File: src/adcc_params.svh
`ifndef ADCC_PARAMS_SVH
`define ADCC_PARAMS_SVH
// ==========================================
// timing
`define ADCC_CLK_PERIOD_NS 8
`define ADCC_POR_TIME_NS 10000
`define ADCC_POR_CYCLES ((`ADCC_POR_TIME_NS + `ADCC_CLK_PERIOD_NS - 1) / `ADCC_CLK_PERIOD_NS)
// ==========================================
// control word layout
`define ADCC_CW_START 7
`define ADCC_CW_PICK_HI 6
`define ADCC_CW_PICK_LO 4
`define ADCC_CW_POLARITY 3
`define ADCC_CW_INCFG 2
`define ADCC_CW_PM_HI 1
`define ADCC_CW_PM_LO 0
`define ADCC_CW_BITS 8
`define ADCC_TRACK_BIT 5
// ==========================================
// conversion sequence
`define ADCC_RES_BITS 12
`define ADCC_STEP_FIRST_DEC 2
`define ADCC_STEP_TRAIL 14
`define ADCC_RESTART_BIT 6
// ==========================================
// reset values
`define ADCC_PM_RESET 2'b11
`endif

File: src/adcc_pkg.sv
package adcc_pkg;
  typedef enum logic [1:0] {
    PM_FULL_POWER_DOWN = 2'b00,
    PM_FAST_POWER_DOWN = 2'b01,
    PM_REDUCED_POWER = 2'b10,
    PM_NORMAL = 2'b11
  } adcc_pmode_t;
  typedef enum logic [1:0] {
    CONV_IDLE,
    CONV_RUN,
    CONV_SHUT
  } adcc_conv_t;
endpackage : adcc_pkg

File: src/adcc_sync.sv
`timescale 1ns/1ps
`default_nettype none
module adcc_sync #(
  parameter int W = 1
) (
  input wire logic clk,
  input wire logic rst_b,
  input wire logic [W-1:0] d,
  output logic [W-1:0] q
);
  logic [W-1:0] meta_q;
  // ==========================================
  // two-stage synchroniser, first stage feeds only the second
  always_ff @(posedge clk or negedge rst_b)
  begin
    if (!rst_b)
    begin
      meta_q <= '0;
      q <= '0;
    end
    else
    begin
      meta_q <= d;
      q <= meta_q;
    end
  end
endmodule : adcc_sync
`default_nettype wire

File: src/adcc_top.sv
// Function
// - pseudo-differential picks: 001 in0+/in1-, 010 in2+/in3-, 101 in1+/in0-, 110 in3+/in2-
// - track on falling edge after bit five, hold after bit eight
// - single-ended ties negative side to common; differential converts the difference
// - with chip select low, shift data in on each rising serial clock
// - leading zeros ignored; first one is the control word msb
// - result bytes carry three leading zeros, twelve result bits, one trailing zero
// - unipolar straight binary, bipolar two's complement, msb first on rising edges
// - strobe high one clock after last control bit, then twelve decisions
// - outputs float with chip select high; strobe driven low after it falls
// - conversion starts on falling edge after bit eight, not on chip select
// - start bit when idle, or after result bit six of a running conversion
// - an accepted conversion is aborted only by the shutdown input
// - at most one conversion per sixteen clocks; free-running host sends 16 zeros
// - after power-on: normal mode, strobe low, zeros out, no starts for 10 us
// - software power mode applies after conversion; shutdown overrides at once
// - control word: start, channel pick, polarity, input config, power mode
// - polarity 1 unipolar, 0 bipolar; config 1 single-ended, 0 pseudo-differential
// - power mode 00 full down, 01 fast down, 10 reduced, 11 normal
// - single-ended picks: 001 in0, 101 in1, 010 in2, 110 in3 against common
// - low shutdown input powers the device down
// - power mode of last control word holds until a new one arrives
`timescale 1ns/1ps
`default_nettype none
`include "adcc_params.svh"
module adcc_top #(
  parameter int POR_CYCLES = `ADCC_POR_CYCLES
) (
  input wire logic CLK,
  input wire logic RST_B,
  input wire logic SCLK,
  input wire logic CS_N,
  input wire logic DIN,
  input wire logic SHUTDOWN_N,
  input wire logic COMP_HIGH,
  output logic DOUT_O,
  output logic DOUT_OE,
  output logic STRB_O,
  output logic STRB_OE,
  output logic TRACK,
  output logic HOLD,
  output logic [1:0] POS_CH,
  output logic [1:0] NEG_CH,
  output logic NEG_COM,
  output logic CHAN_VALID,
  output logic UNIPOLAR,
  output logic [11:0] DAC_CODE,
  output logic [11:0] RESULT,
  output logic RESULT_VALID,
  output logic [1:0] POWER_MODE,
  output logic POWER_DOWN,
  output logic BUSY,
  output logic READY
);
  // all ones is the load sentinel of the hold-off counter, so it cannot be a count
  if (POR_CYCLES < 1 || POR_CYCLES > 65534)
  begin : g_bad_por
    $error("POR_CYCLES out of range");
  end
  // ==========================================
  // pin synchronisation and edge detection
  logic [4:0] pins_s;
  logic sclk_s, cs_n_s, din_s, shutdown_n_n_s, comp_s;
  logic sclk_prev_q, cs_n_prev_q;
  logic rise, fall;
  adcc_sync #(.W(5)) u_sync (
    .clk(CLK),
    .rst_b(RST_B),
    .d({SCLK, ~CS_N, DIN, ~SHUTDOWN_N, COMP_HIGH}),
    .q(pins_s)
  );
  // select and shutdown pass inverted: reset reads as deselected and running
  assign sclk_s = pins_s[4];
  assign cs_n_s = ~pins_s[3];
  assign din_s = pins_s[2];
  assign shutdown_n_n_s = ~pins_s[1];
  assign comp_s = pins_s[0];
  always_ff @(posedge CLK or negedge RST_B)
  begin
    if (!RST_B)
    begin
      sclk_prev_q <= 1'b0;
      cs_n_prev_q <= 1'b1;
    end
    else
    begin
      sclk_prev_q <= sclk_s;
      cs_n_prev_q <= cs_n_s;
    end
  end
  assign rise = sclk_s & ~sclk_prev_q;
  assign fall = ~sclk_s & sclk_prev_q;
  // ==========================================
  // power-on hold-off
  logic [15:0] por_cnt_q;
  logic por_busy;
  assign por_busy = por_cnt_q != 16'h0000;
  always_ff @(posedge CLK or negedge RST_B)
  begin
    if (!RST_B)
      por_cnt_q <= 16'hFFFF;
    else if (por_cnt_q == 16'hFFFF)
      por_cnt_q <= 16'(POR_CYCLES);
    else if (por_busy)
      por_cnt_q <= por_cnt_q - 16'h0001;
  end
  // ==========================================
  // channel decode
  function automatic logic [5:0] chan_decode(input logic [2:0] pick, input logic sgl);
    // returns {valid, neg_com, pos[1:0], neg[1:0]}
    logic [5:0] r;
    r = 6'b00_0000;
    unique case (pick)
      3'b001: r = sgl ? 6'b11_0000 : 6'b10_0001;
      3'b101: r = sgl ? 6'b11_0100 : 6'b10_0100;
      3'b010: r = sgl ? 6'b11_1000 : 6'b10_1011;
      3'b110: r = sgl ? 6'b11_1100 : 6'b10_1110;
      default: r = 6'b00_0000;
    endcase
    return r;
  endfunction : chan_decode
  // ==========================================
  // control word collection
  logic [3:0] bit_cnt_q;
  logic [7:0] shift_q;
  logic [7:0] ctrl_q;
  logic start_ok, shift_en, word_done;
  adcc_pkg::adcc_conv_t conv_q;
  logic past_six_q;
  assign shift_en = rise & ~cs_n_s & shutdown_n_n_s & ~por_busy;
  assign start_ok = (conv_q != adcc_pkg::CONV_RUN) | past_six_q;
  assign word_done = fall & (bit_cnt_q == 4'(`ADCC_CW_BITS)) & shutdown_n_n_s;
  always_ff @(posedge CLK or negedge RST_B)
  begin
    if (!RST_B)
    begin
      bit_cnt_q <= 4'h0;
      shift_q <= 8'h00;
    end
    else if (!shutdown_n_n_s)
    begin
      bit_cnt_q <= 4'h0;
      shift_q <= 8'h00;
    end
    else if (word_done)
      bit_cnt_q <= 4'h0;
    else if (shift_en)
    begin
      if (bit_cnt_q == 4'h0)
      begin
        if (din_s && start_ok)
        begin
          bit_cnt_q <= 4'h1;
          shift_q <= 8'h01;
        end
      end
      else if (bit_cnt_q < 4'(`ADCC_CW_BITS))
      begin
        bit_cnt_q <= bit_cnt_q + 4'h1;
        shift_q <= {shift_q[6:0], din_s};
      end
    end
  end
  always_ff @(posedge CLK or negedge RST_B)
  begin
    if (!RST_B)
      ctrl_q <= {1'b0, 3'b001, 1'b1, 1'b1, `ADCC_PM_RESET};
    else if (word_done)
      ctrl_q <= shift_q;
  end
  // ==========================================
  // track and hold
  logic track_q, hold_q;
  always_ff @(posedge CLK or negedge RST_B)
  begin
    if (!RST_B)
    begin
      track_q <= 1'b0;
      hold_q <= 1'b0;
    end
    else if (!shutdown_n_n_s)
    begin
      track_q <= 1'b0;
      hold_q <= 1'b0;
    end
    else if (fall && bit_cnt_q == 4'(`ADCC_TRACK_BIT))
      track_q <= 1'b1;
    else if (word_done)
    begin
      track_q <= 1'b0;
      hold_q <= 1'b1;
    end
    else if (conv_q != adcc_pkg::CONV_RUN)
      hold_q <= 1'b0;
  end
  // ==========================================
  // conversion sequencer
  // the serial clock is the only timebase for decisions, so a slow host
  // directly stretches the hold interval and droop with it
  logic [3:0] step_q;
  logic [11:0] trial_q;
  logic [11:0] res_q;
  logic res_valid_q;
  logic bipolar;
  logic [3:0] dec_bit;
  logic is_dec;
  assign bipolar = ~ctrl_q[`ADCC_CW_POLARITY];
  assign is_dec = (step_q >= 4'(`ADCC_STEP_FIRST_DEC)) && (step_q < 4'(`ADCC_STEP_TRAIL));
  assign dec_bit = 4'(`ADCC_RES_BITS + `ADCC_STEP_FIRST_DEC - 1) - step_q;
  always_ff @(posedge CLK or negedge RST_B)
  begin
    if (!RST_B)
    begin
      conv_q <= adcc_pkg::CONV_IDLE;
      step_q <= 4'h0;
      trial_q <= 12'h000;
      res_q <= 12'h000;
      res_valid_q <= 1'b0;
      past_six_q <= 1'b0;
    end
    else if (!shutdown_n_n_s)
    begin
      conv_q <= adcc_pkg::CONV_SHUT;
      step_q <= 4'h0;
      past_six_q <= 1'b0;
    end
    else if (word_done)
    begin
      conv_q <= adcc_pkg::CONV_RUN;
      step_q <= 4'h0;
      trial_q <= 12'h800;
      past_six_q <= 1'b0;
    end
    else
    begin
      unique case (conv_q)
        adcc_pkg::CONV_SHUT: conv_q <= adcc_pkg::CONV_IDLE;
        adcc_pkg::CONV_IDLE: step_q <= 4'h0;
        adcc_pkg::CONV_RUN:
        begin
          if (rise)
          begin
            step_q <= step_q + 4'h1;
            if (is_dec)
            begin
              res_q[dec_bit] <= comp_s;
              trial_q[dec_bit] <= comp_s;
              if (dec_bit != 4'h0)
                trial_q[dec_bit - 4'h1] <= 1'b1;
              if (dec_bit == 4'(`ADCC_RESTART_BIT))
                past_six_q <= 1'b1;
            end
            if (step_q == 4'(`ADCC_STEP_TRAIL))
            begin
              conv_q <= adcc_pkg::CONV_IDLE;
              res_valid_q <= 1'b1;
            end
          end
        end
      endcase
    end
  end
  // ==========================================
  // serial output and strobe
  logic dout_q, strb_q;
  always_ff @(posedge CLK or negedge RST_B)
  begin
    if (!RST_B)
      dout_q <= 1'b0;
    else if (!shutdown_n_n_s || word_done)
      dout_q <= 1'b0;
    else if (rise && conv_q == adcc_pkg::CONV_RUN)
    begin
      if (is_dec)
        dout_q <= comp_s ^ (bipolar && dec_bit == 4'(`ADCC_RES_BITS - 1));
      else
        dout_q <= 1'b0;
    end
    else if (rise)
      dout_q <= 1'b0;
  end
  always_ff @(posedge CLK or negedge RST_B)
  begin
    if (!RST_B)
      strb_q <= 1'b0;
    else if (!shutdown_n_n_s)
      strb_q <= 1'b0;
    else if (word_done)
      strb_q <= 1'b1;
    else if (fall || (cs_n_prev_q && !cs_n_s))
      strb_q <= 1'b0;
  end
  assign DOUT_O = dout_q;
  assign STRB_O = strb_q;
  assign DOUT_OE = ~cs_n_s;
  assign STRB_OE = ~cs_n_s;
  // ==========================================
  // power mode and status
  logic [5:0] chan;
  assign chan = chan_decode(ctrl_q[`ADCC_CW_PICK_HI:`ADCC_CW_PICK_LO], ctrl_q[`ADCC_CW_INCFG]);
  always_comb
  begin
    if (!shutdown_n_n_s)
      POWER_MODE = adcc_pkg::PM_FULL_POWER_DOWN;
    else if (conv_q == adcc_pkg::CONV_RUN || bit_cnt_q != 4'h0 || por_busy)
      POWER_MODE = adcc_pkg::PM_NORMAL;
    else
      POWER_MODE = ctrl_q[`ADCC_CW_PM_HI:`ADCC_CW_PM_LO];
  end
  assign POWER_DOWN = ~shutdown_n_n_s;
  assign CHAN_VALID = chan[5];
  assign NEG_COM = chan[4];
  assign POS_CH = chan[3:2];
  assign NEG_CH = chan[1:0];
  assign UNIPOLAR = ctrl_q[`ADCC_CW_POLARITY];
  assign TRACK = track_q;
  assign HOLD = hold_q;
  assign DAC_CODE = trial_q;
  assign RESULT = res_q;
  assign RESULT_VALID = res_valid_q;
  assign BUSY = (conv_q == adcc_pkg::CONV_RUN) & shutdown_n_n_s;
  assign READY = ~por_busy;
endmodule : adcc_top
`default_nettype wire

File: config.mk
export PLATFORM = sky130hd
export DESIGN_NAME = adcc_top
export DESIGN_NICKNAME = d
export VERILOG_FILES = /design/src/adcc_pkg.sv /design/src/adcc_sync.sv /design/src/adcc_top.sv
export VERILOG_INCLUDE_DIRS = /design/src
export SDC_FILE = /design/constraint.sdc
export NUM_CORES = 1
export LEC_CHECK = 0
export BUFFER_PORTS_ARGS = -buffer_cell sky130_fd_sc_hd__buf_2
export CORE_ASPECT_RATIO = 1.5
export CORE_MARGIN = 2
export CORE_UTILIZATION = 40
export CTS_CLUSTER_DIAMETER = 60
export DETAILED_ROUTE_END_ITERATION = 8
export GPL_ROUTABILITY_DRIVEN = 0
export GPL_TIMING_DRIVEN = 1
export PLACE_DENSITY_LB_ADDON = 0.08
export SYNTH_ARGS = -nofsm -noshare
export SYNTH_HDL_FRONTEND = slang
export SYNTH_SLANG_ARGS = --single-unit
File: constraint.sdc
create_clock -name CLK -period 2.7 [get_ports CLK]
set_input_delay 0.405 -clock CLK [delete_from_list [all_inputs] [get_ports CLK]]
set_output_delay 0.405 -clock CLK [all_outputs]
set_load 0.01 [all_outputs]
==> metrics.txt, run 1 <==
outcome=complete, no violations; Final Hold Viols=0; Leak=2.37 nW; slowest CP cell=or4_4; min Tclk post-route=2.52 ns; clk sinks=82; Worst Setup Start Kind=flip-flop; Seq/Total Area, Yosys=0.488; Yosys reg bits=82; Post-synth top flop=dfrtp_1; port bufs=49; share of layout cells above drive strength 1=0.282; RSZ-0062 raised after global routing=no; CTS Buffer Depth=2; Crit Path Class=reg -> out; met2 wire len=5860 um; DR WL met3=352 um; GRT Util Overall=0.194; worst-skew pair later-pin latency=0.34 ns; Rel. slew slack=0.553; max incr delay on CP=0.56 ns; Synth-to-Final Area Change=19.0%; initial antenna violation count=0; unique cell type count in the Yosys netlist=60; Mean Syn Cell Area=9.95 um^2; Slew @ Worst Pin=0.667 ns; routed len/inst=16.4 um; CP arrival=2.12 ns; FMAX=0.396 GHz; top sig layer=met4; WL met1=3790 um; final setup fails=0; worst min-delay path class=in -> async; IO Count=50; worst reg-to-reg path cell count=7; CP Capture Type=primary output; global-route wire length before repair=17000 um; number of fill cells=1023; Mapped Cells=428; max-cap violations=0; ys async rst share=1.00; pwr dens=526 nW/um^2; final layout net count=501; Initial Util=0.406; CP top delay family=simple AND/OR/NAND/NOR gates; Slew Limit Fails=0; HPWL Detailed=7530 um; Setup TNS Final=0 ns; CTS buffer count=9; r2r setup slk=0.47 ns; DIE AREA=11500 um^2; core area=10500 um^2; Worst Path Buf+Inv=2; Vias=3481; Root Buffer=clkbuf_16; initial drt markers=119; Syn Nets=448; ANT cells=0; reg2reg start=step_q[2]$_DFFE_PN0P_; H-tree levels=3; synthesis warning total=0; Worst EP required=2.30 ns; CP Max Fanout=5; worst reg2reg endpoint=DAC_CODE[4]$_DFFE_PN0P_; row cnt=46; global route overflow=0; die height=130 um; end-of-flow core utilization=0.484; worst-case vdd ir drop=278 uV; crit-path cells=or4_4 -> nor3_1 -> buf_4 -> and3_1 -> buf_2; drt total wl=10300 um; Pre-antenna DRT Iters=6; Mapped Area=4260 um^2; CTS tree=yes; Die W=88.2 um; vias in the first global route=3497; Post-synth EDFFs=0; Reg clk slew, reported paths=0.06 ns; fin crit share=0.935; clock skew=0.00477 ns; final antenna-violating net count=0; Vias/cell=5.53; largest net degree at the start of global routing=44; DR DRC count=0
==> power breakdown <==
| part | internal (mW) | switching (mW) |
|---|---|---|
| Combinational | 0.0220 | 0.0552 |
| Clock | 0.837 | 0.505 |
| Sequential | 1.24 | 0.00654 |
| Total | 2.10 | 0.567 |
==> metal layers <==
layer  GRT usage  vias up
met3      0.0323       20
met1       0.199     1724
met4      0.0963        0
met5           0        -
li1            -     1660
met2       0.371       77
==> placed cells by master, fill, tap and decap left out, types with 7 or more instances in the layout <==
master and n:
dfrtp_1 60, inv_1 13, nand3_1 23, o31ai_1 11
a21oi_1 12, dfstp_2 22, buf_4 18, o21ai_0 20
nor2_1 24, nand2_1 39, buf_2 48, mux2i_1 8
ha_1 13, nand2b_1 14, nand4_1 7, mux2_2 14
clkbuf_16 9, nor3_1 17, nor4_1 10
==> logic make-up (layout without fill, tap and decap cells) <==
kind of cell	Yosys count	count (layout)	synth area share
DFF	82	82	0.488
and+or+nand+nor	176	176	0.222
adders and majority gates	13	13	0.0382
AOI/OAI and AO/OA	87	87	0.139
muxes	22	22	0.0558
buffers and inverters	38	96	0.0367
xor gates and xnor gates	10	10	0.0206
==> layout make-up <==
cell class | count | area [um^2] | share of cell area
repair buffers | 67 | 395 | 0.0780
flip-flops and latches | 82 | 2080 | 0.410
inverters | 13 | 48.8 | 0.00963
clock buffers | 10 | 239 | 0.0471
clock inverters | 6 | 90.1 | 0.0178
well taps | 144 | 180 | 0.0355
multi-input cells | 308 | 2040 | 0.402
==> sequential cells by signal (all words and copies together), names as in the netlist, 4 cells and up <==
| name | cells |
|---|---|
| RESULT | 12 |
| ctrl_q | 7 |
| DAC_CODE | 12 |
| u_sync.meta_q | 5 |
| u_sync.q | 5 |
| bit_cnt_q | 4 |
| por_cnt_q | 16 |
| shift_q | 7 |
| step_q | 4 |
==> cell usage after synthesis (all sizes together), types with 4 or more instances <==
library cell / n / area share
mux2: 14 / 0.037
a31oi: 4 / 0.0059
nor4: 12 / 0.021
nand4: 7 / 0.010
dfstp: 22 / 0.14
nor2: 24 / 0.021
a22oi: 4 / 0.0071
o31ai: 11 / 0.019
inv: 13 / 0.011
xnor2: 6 / 0.012
or3: 6 / 0.010
xor2: 4 / 0.0082
and3: 4 / 0.0059
nand2: 40 / 0.035
and2: 5 / 0.0073
mux2i: 8 / 0.019
clkbuf: 22 / 0.020
ha: 13 / 0.038
nand3: 24 / 0.029
a211oi: 4 / 0.0071
a21oi: 13 / 0.016
dfrtp: 60 / 0.35
or4: 4 / 0.0079
a31o: 6 / 0.012
nand2b: 14 / 0.021
nor3: 17 / 0.020
nor2b: 8 / 0.012
o21ai: 21 / 0.025
==> stage by stage <==
step / hold WS [ns] / instances / power [mW] / worst slack (ns) / instance area (um^2)
6_report: 0.0637 / 630 / 2.67 / 0.176 / 5070
3_5_place_dp: 0.335 / 614 / 1.35 / 0.390 / 4730
2_1_floorplan: 0.109 / 428 / 1.30 / 0.599 / 4260
5_1_grt: 0.103 / 630 / 2.78 / 0.0305 / 5070
4_1_cts: 0.0741 / 630 / 2.72 / 0.104 / 5060
3_3_place_gp: 0.332 / 614 / 1.35 / 0.394 / 4730
==> what timing repair did <==
item	in CTS	in global routing
hold buffers	0	0
setup endpoints to repair	2	2
gates resized for setup	1	3
setup buffers	0	0
==> how the worst max path moves through the flow <==
stage | end | startpoint | cells after the start | slack, ns
after floorplan | shift_q[3]$_DFFE_PN0P_ | por_cnt_q[13]$_DFFE_PN1P_ | 6 | 0.60
after global placement | POWER_MODE[1] | bit_cnt_q[1]$_DFFE_PN0P_ | 8 | 0.39
after detailed placement | POWER_MODE[1] | bit_cnt_q[1]$_DFFE_PN0P_ | 8 | 0.39
after CTS | POWER_MODE[1] | bit_cnt_q[1]$_DFFE_PN0P_ | 8 | 0.10
after global routing | POWER_MODE[0] | por_cnt_q[13]$_DFFE_PN1P_ | 6 | 0.03
final | READY | por_cnt_q[13]$_DFFE_PN1P_ | 5 | 0.18
Power figures use the tool's default switching activity.
==> inputs of run 2 (changes only) <==
- CORE_UTILIZATION: 40 -> 55
- clock period: 2.7 -> 2.5 ns (I/O delays scaled with it)
==> metrics.txt, run 2 (synthesis gave the netlist of run 1 again) <==
hold slack=-0.00751 ns (-0.0712 ns); Die W=75.8 um (-14%); slack of the critical path=0.121 ns (-0.0546 ns); Rel. slew slack=0.550 (-0.00254); worst reg-to-reg path cell count=5 (-2); Final Hold Viols=5 (+5); routed len/inst=16.4 um (about the same); worst-skew pair later-pin latency=0.34 ns (about the same); most common cell after layout, fill and taps aside=dfrtp_1; vias in the first global route=3454 (-1.2%); worst reg2reg endpoint=por_cnt_q[13]$_DFFE_PN1P_; HPWL Detailed=6940 um (-7.7%); global route overflow=0 (unchanged); Setup TNS Final=0 ns (unchanged); CTS buffer count=9 (unchanged); max reg flops=16 (unchanged); final antenna-violating net count=0 (unchanged); initial antenna violation count=0 (unchanged); Vias=3469 (-0.34%); Net Sw Frac=0.214 (+0.00184); ANT cells=0 (unchanged); Biggest register=por_cnt_q; die height=112 um (-14%); FMAX=0.420 GHz; Slew Limit Fails=0 (unchanged); outcome=complete, but fails checks; Leak=2.36 nW (-0.38%); max-cap violations=0 (unchanged); largest net degree at the start of global routing=39 (-11%); GRT Util Overall=0.251 (+0.0565); Root Buffer=clkbuf_16; Non-Filler Instances=591 (-6.2%); crit-path cells=or4_4 -> nor3_2 -> buf_4 -> and3_1 -> buf_2; final layout net count=504 (+0.60%); failing checks=negative hold slack; r2r setup slk=0.18 ns (-0.29 ns); switching power=0.585 mW (+3.1%); Worst Setup Start Kind=flip-flop; worst-case vdd ir drop=558 uV (+100%); Post-CTS Hold Fix Bufs=0 (unchanged); logic gate share of total power=0.029 (about the same); most frequent cells in the layout=dfrtp_1, buf_2, nand2_1, nor2_1, nand3_1; clk sinks=82 (unchanged); port bufs=49 (unchanged); Worst EP required=2.12 ns (-0.18 ns); initial drt markers=221 (+86%); sequential fraction of design power=0.496 (+0.028); slowest CP cell=or4_4; row cnt=39 (-15%); Crit Path Class=reg -> out; IO Count=50 (unchanged); CTS Buffer Depth=2 (unchanged); Reg clk slew, reported paths=0.06 ns (about the same); CP arrival=2.00 ns (-0.12 ns); CTS tree=yes; RSZ-0062 raised after global routing=no; Synth-to-Final Area Change=17.2%; Pre-antenna DRT Iters=4 (-2); min Tclk post-route=2.38 ns; pwr dens=546 nW/um^2 (+3.7%); number of placed instances, taps included=575 (-6.4%); CP Max Fanout=5 (unchanged); crit path to=READY; final setup fails=0 (unchanged); clock skew=0.00779 ns (+0.00302 ns); Placement Setup Slack=0.268 ns (-0.122 ns); Slew @ Worst Pin=0.668 ns (+0.000761 ns); share of layout cells above drive strength 1=0.284 (+0.00236); fin crit share=0.952; Clock power frac=0.475 (-0.028); DR DRC count=0 (unchanged); number of fill cells=607 (-41%); CP Capture Type=primary output; critical path startpoint=por_cnt_q[13]$_DFFE_PN1P_; global-route wire length before repair=16300 um (-3.9%); Int Pwr=2.14 mW (+1.9%); H-tree levels=3 (unchanged); Vias/cell=5.87 (+6.2%); reg2reg start=por_cnt_q[4]$_DFFE_PN1P_; worst min-delay path class=in -> async; Initial Util=0.563 (+0.156); max incr delay on CP=0.57 ns (about the same); drt total wl=9670 um (-6.2%); core area=7560 um^2 (-28%); DIE AREA=8480 um^2 (-26%)
-- run 2: changes by cell type in the layout (fill, tap and decap cells not counted), sizes merged --
cell / previous run / this run
buf: 67 / 70
clkbuf: 10 / 12
clkinv: 3 / 1
bufinv: 2 / 1
inv: 13 / 14
-- run 2: per-stage QoR --
step                hold slack, ns  total power, mW   util  instance area, um^2
floorplan                   0.0794             1.40      -                 4260
global placement             0.333             1.45  0.619                 4680
detailed placement           0.337             1.45  0.619                 4680
CTS                         0.0122             2.75  0.658                 4970
global route                0.0328             2.81  0.660                 4990
finish                    -0.00751             2.73  0.660                 4990
-- run 2: worst max-delay path: cells and delay by family, from the launching register on --
family | cells | cell delay, ns
flip-flops | 1 | 0.38
AND/OR/NAND/NOR | 3 | 0.97
buffers and inverters | 2 | 0.32
-- run 2: how the worst min path moves through the flow --
| stage | from | end | slack (ns) |
|---|---|---|---|
| 3_5_place_dp | u_sync.meta_q[2]$_DFF_PN0_ | u_sync.q[2]$_DFF_PN0_ | 0.34 |
| 4_1_cts | RST_B | ctrl_q[6]$_DFFE_PN0P_ | 0.01 |
| 3_3_place_gp | u_sync.meta_q[3]$_DFF_PN0_ | u_sync.q[3]$_DFF_PN0_ | 0.33 |
| 5_1_grt | RST_B | ctrl_q[5]$_DFFE_PN0P_ | 0.03 |
| 2_1_floorplan | RST_B | DAC_CODE[0]$_DFFE_PN0P_ | 0.08 |
| 6_report | RST_B | ctrl_q[5]$_DFFE_PN0P_ | -0.008 |
-- run 2: layout make-up --
class	instances	area, um^2	share of cell area
Timing Repair Buffer	70	405	0.0812
Multi-Input combinational cell	308	2040	0.409
Sequential cell	82	2080	0.417
Inverter	13	48.8	0.00977
Tap cell	102	128	0.0256
Clock inverter	4	51.3	0.0103
Clock buffer	12	236	0.0474
-- run 2: metal layers --
metal / GRT usage / vias to the layer above / wire length [um] / part of all wire
li1: - / 1672 / - / -
met1: 0.306 / 1685 / 3950 / 0.41
met2: 0.412 / 86 / 5060 / 0.52
met3: 0.0534 / 26 / 358 / 0.037
met4: 0.116 / 0 / 301 / 0.031
met5: 0 / - / 0 / 0
-- run 2: repair_timing --
action	in CTS	in global routing
gates resized for setup	1	5
setup endpoints to repair	2	3
buffers inserted	0	0
-- run 2: power groups by stage --
| stage | clock, mW | combinational, mW | sequential (mW) |
|---|---|---|---|
| after floorplan | 0 | 0.0328 | 1.37 |
| after global placement | 0 | 0.0798 | 1.37 |
| after detailed placement | 0 | 0.0811 | 1.37 |
| after CTS | 1.32 | 0.0815 | 1.35 |
| after global routing | 1.37 | 0.0913 | 1.35 |
| final | 1.30 | 0.0793 | 1.35 |
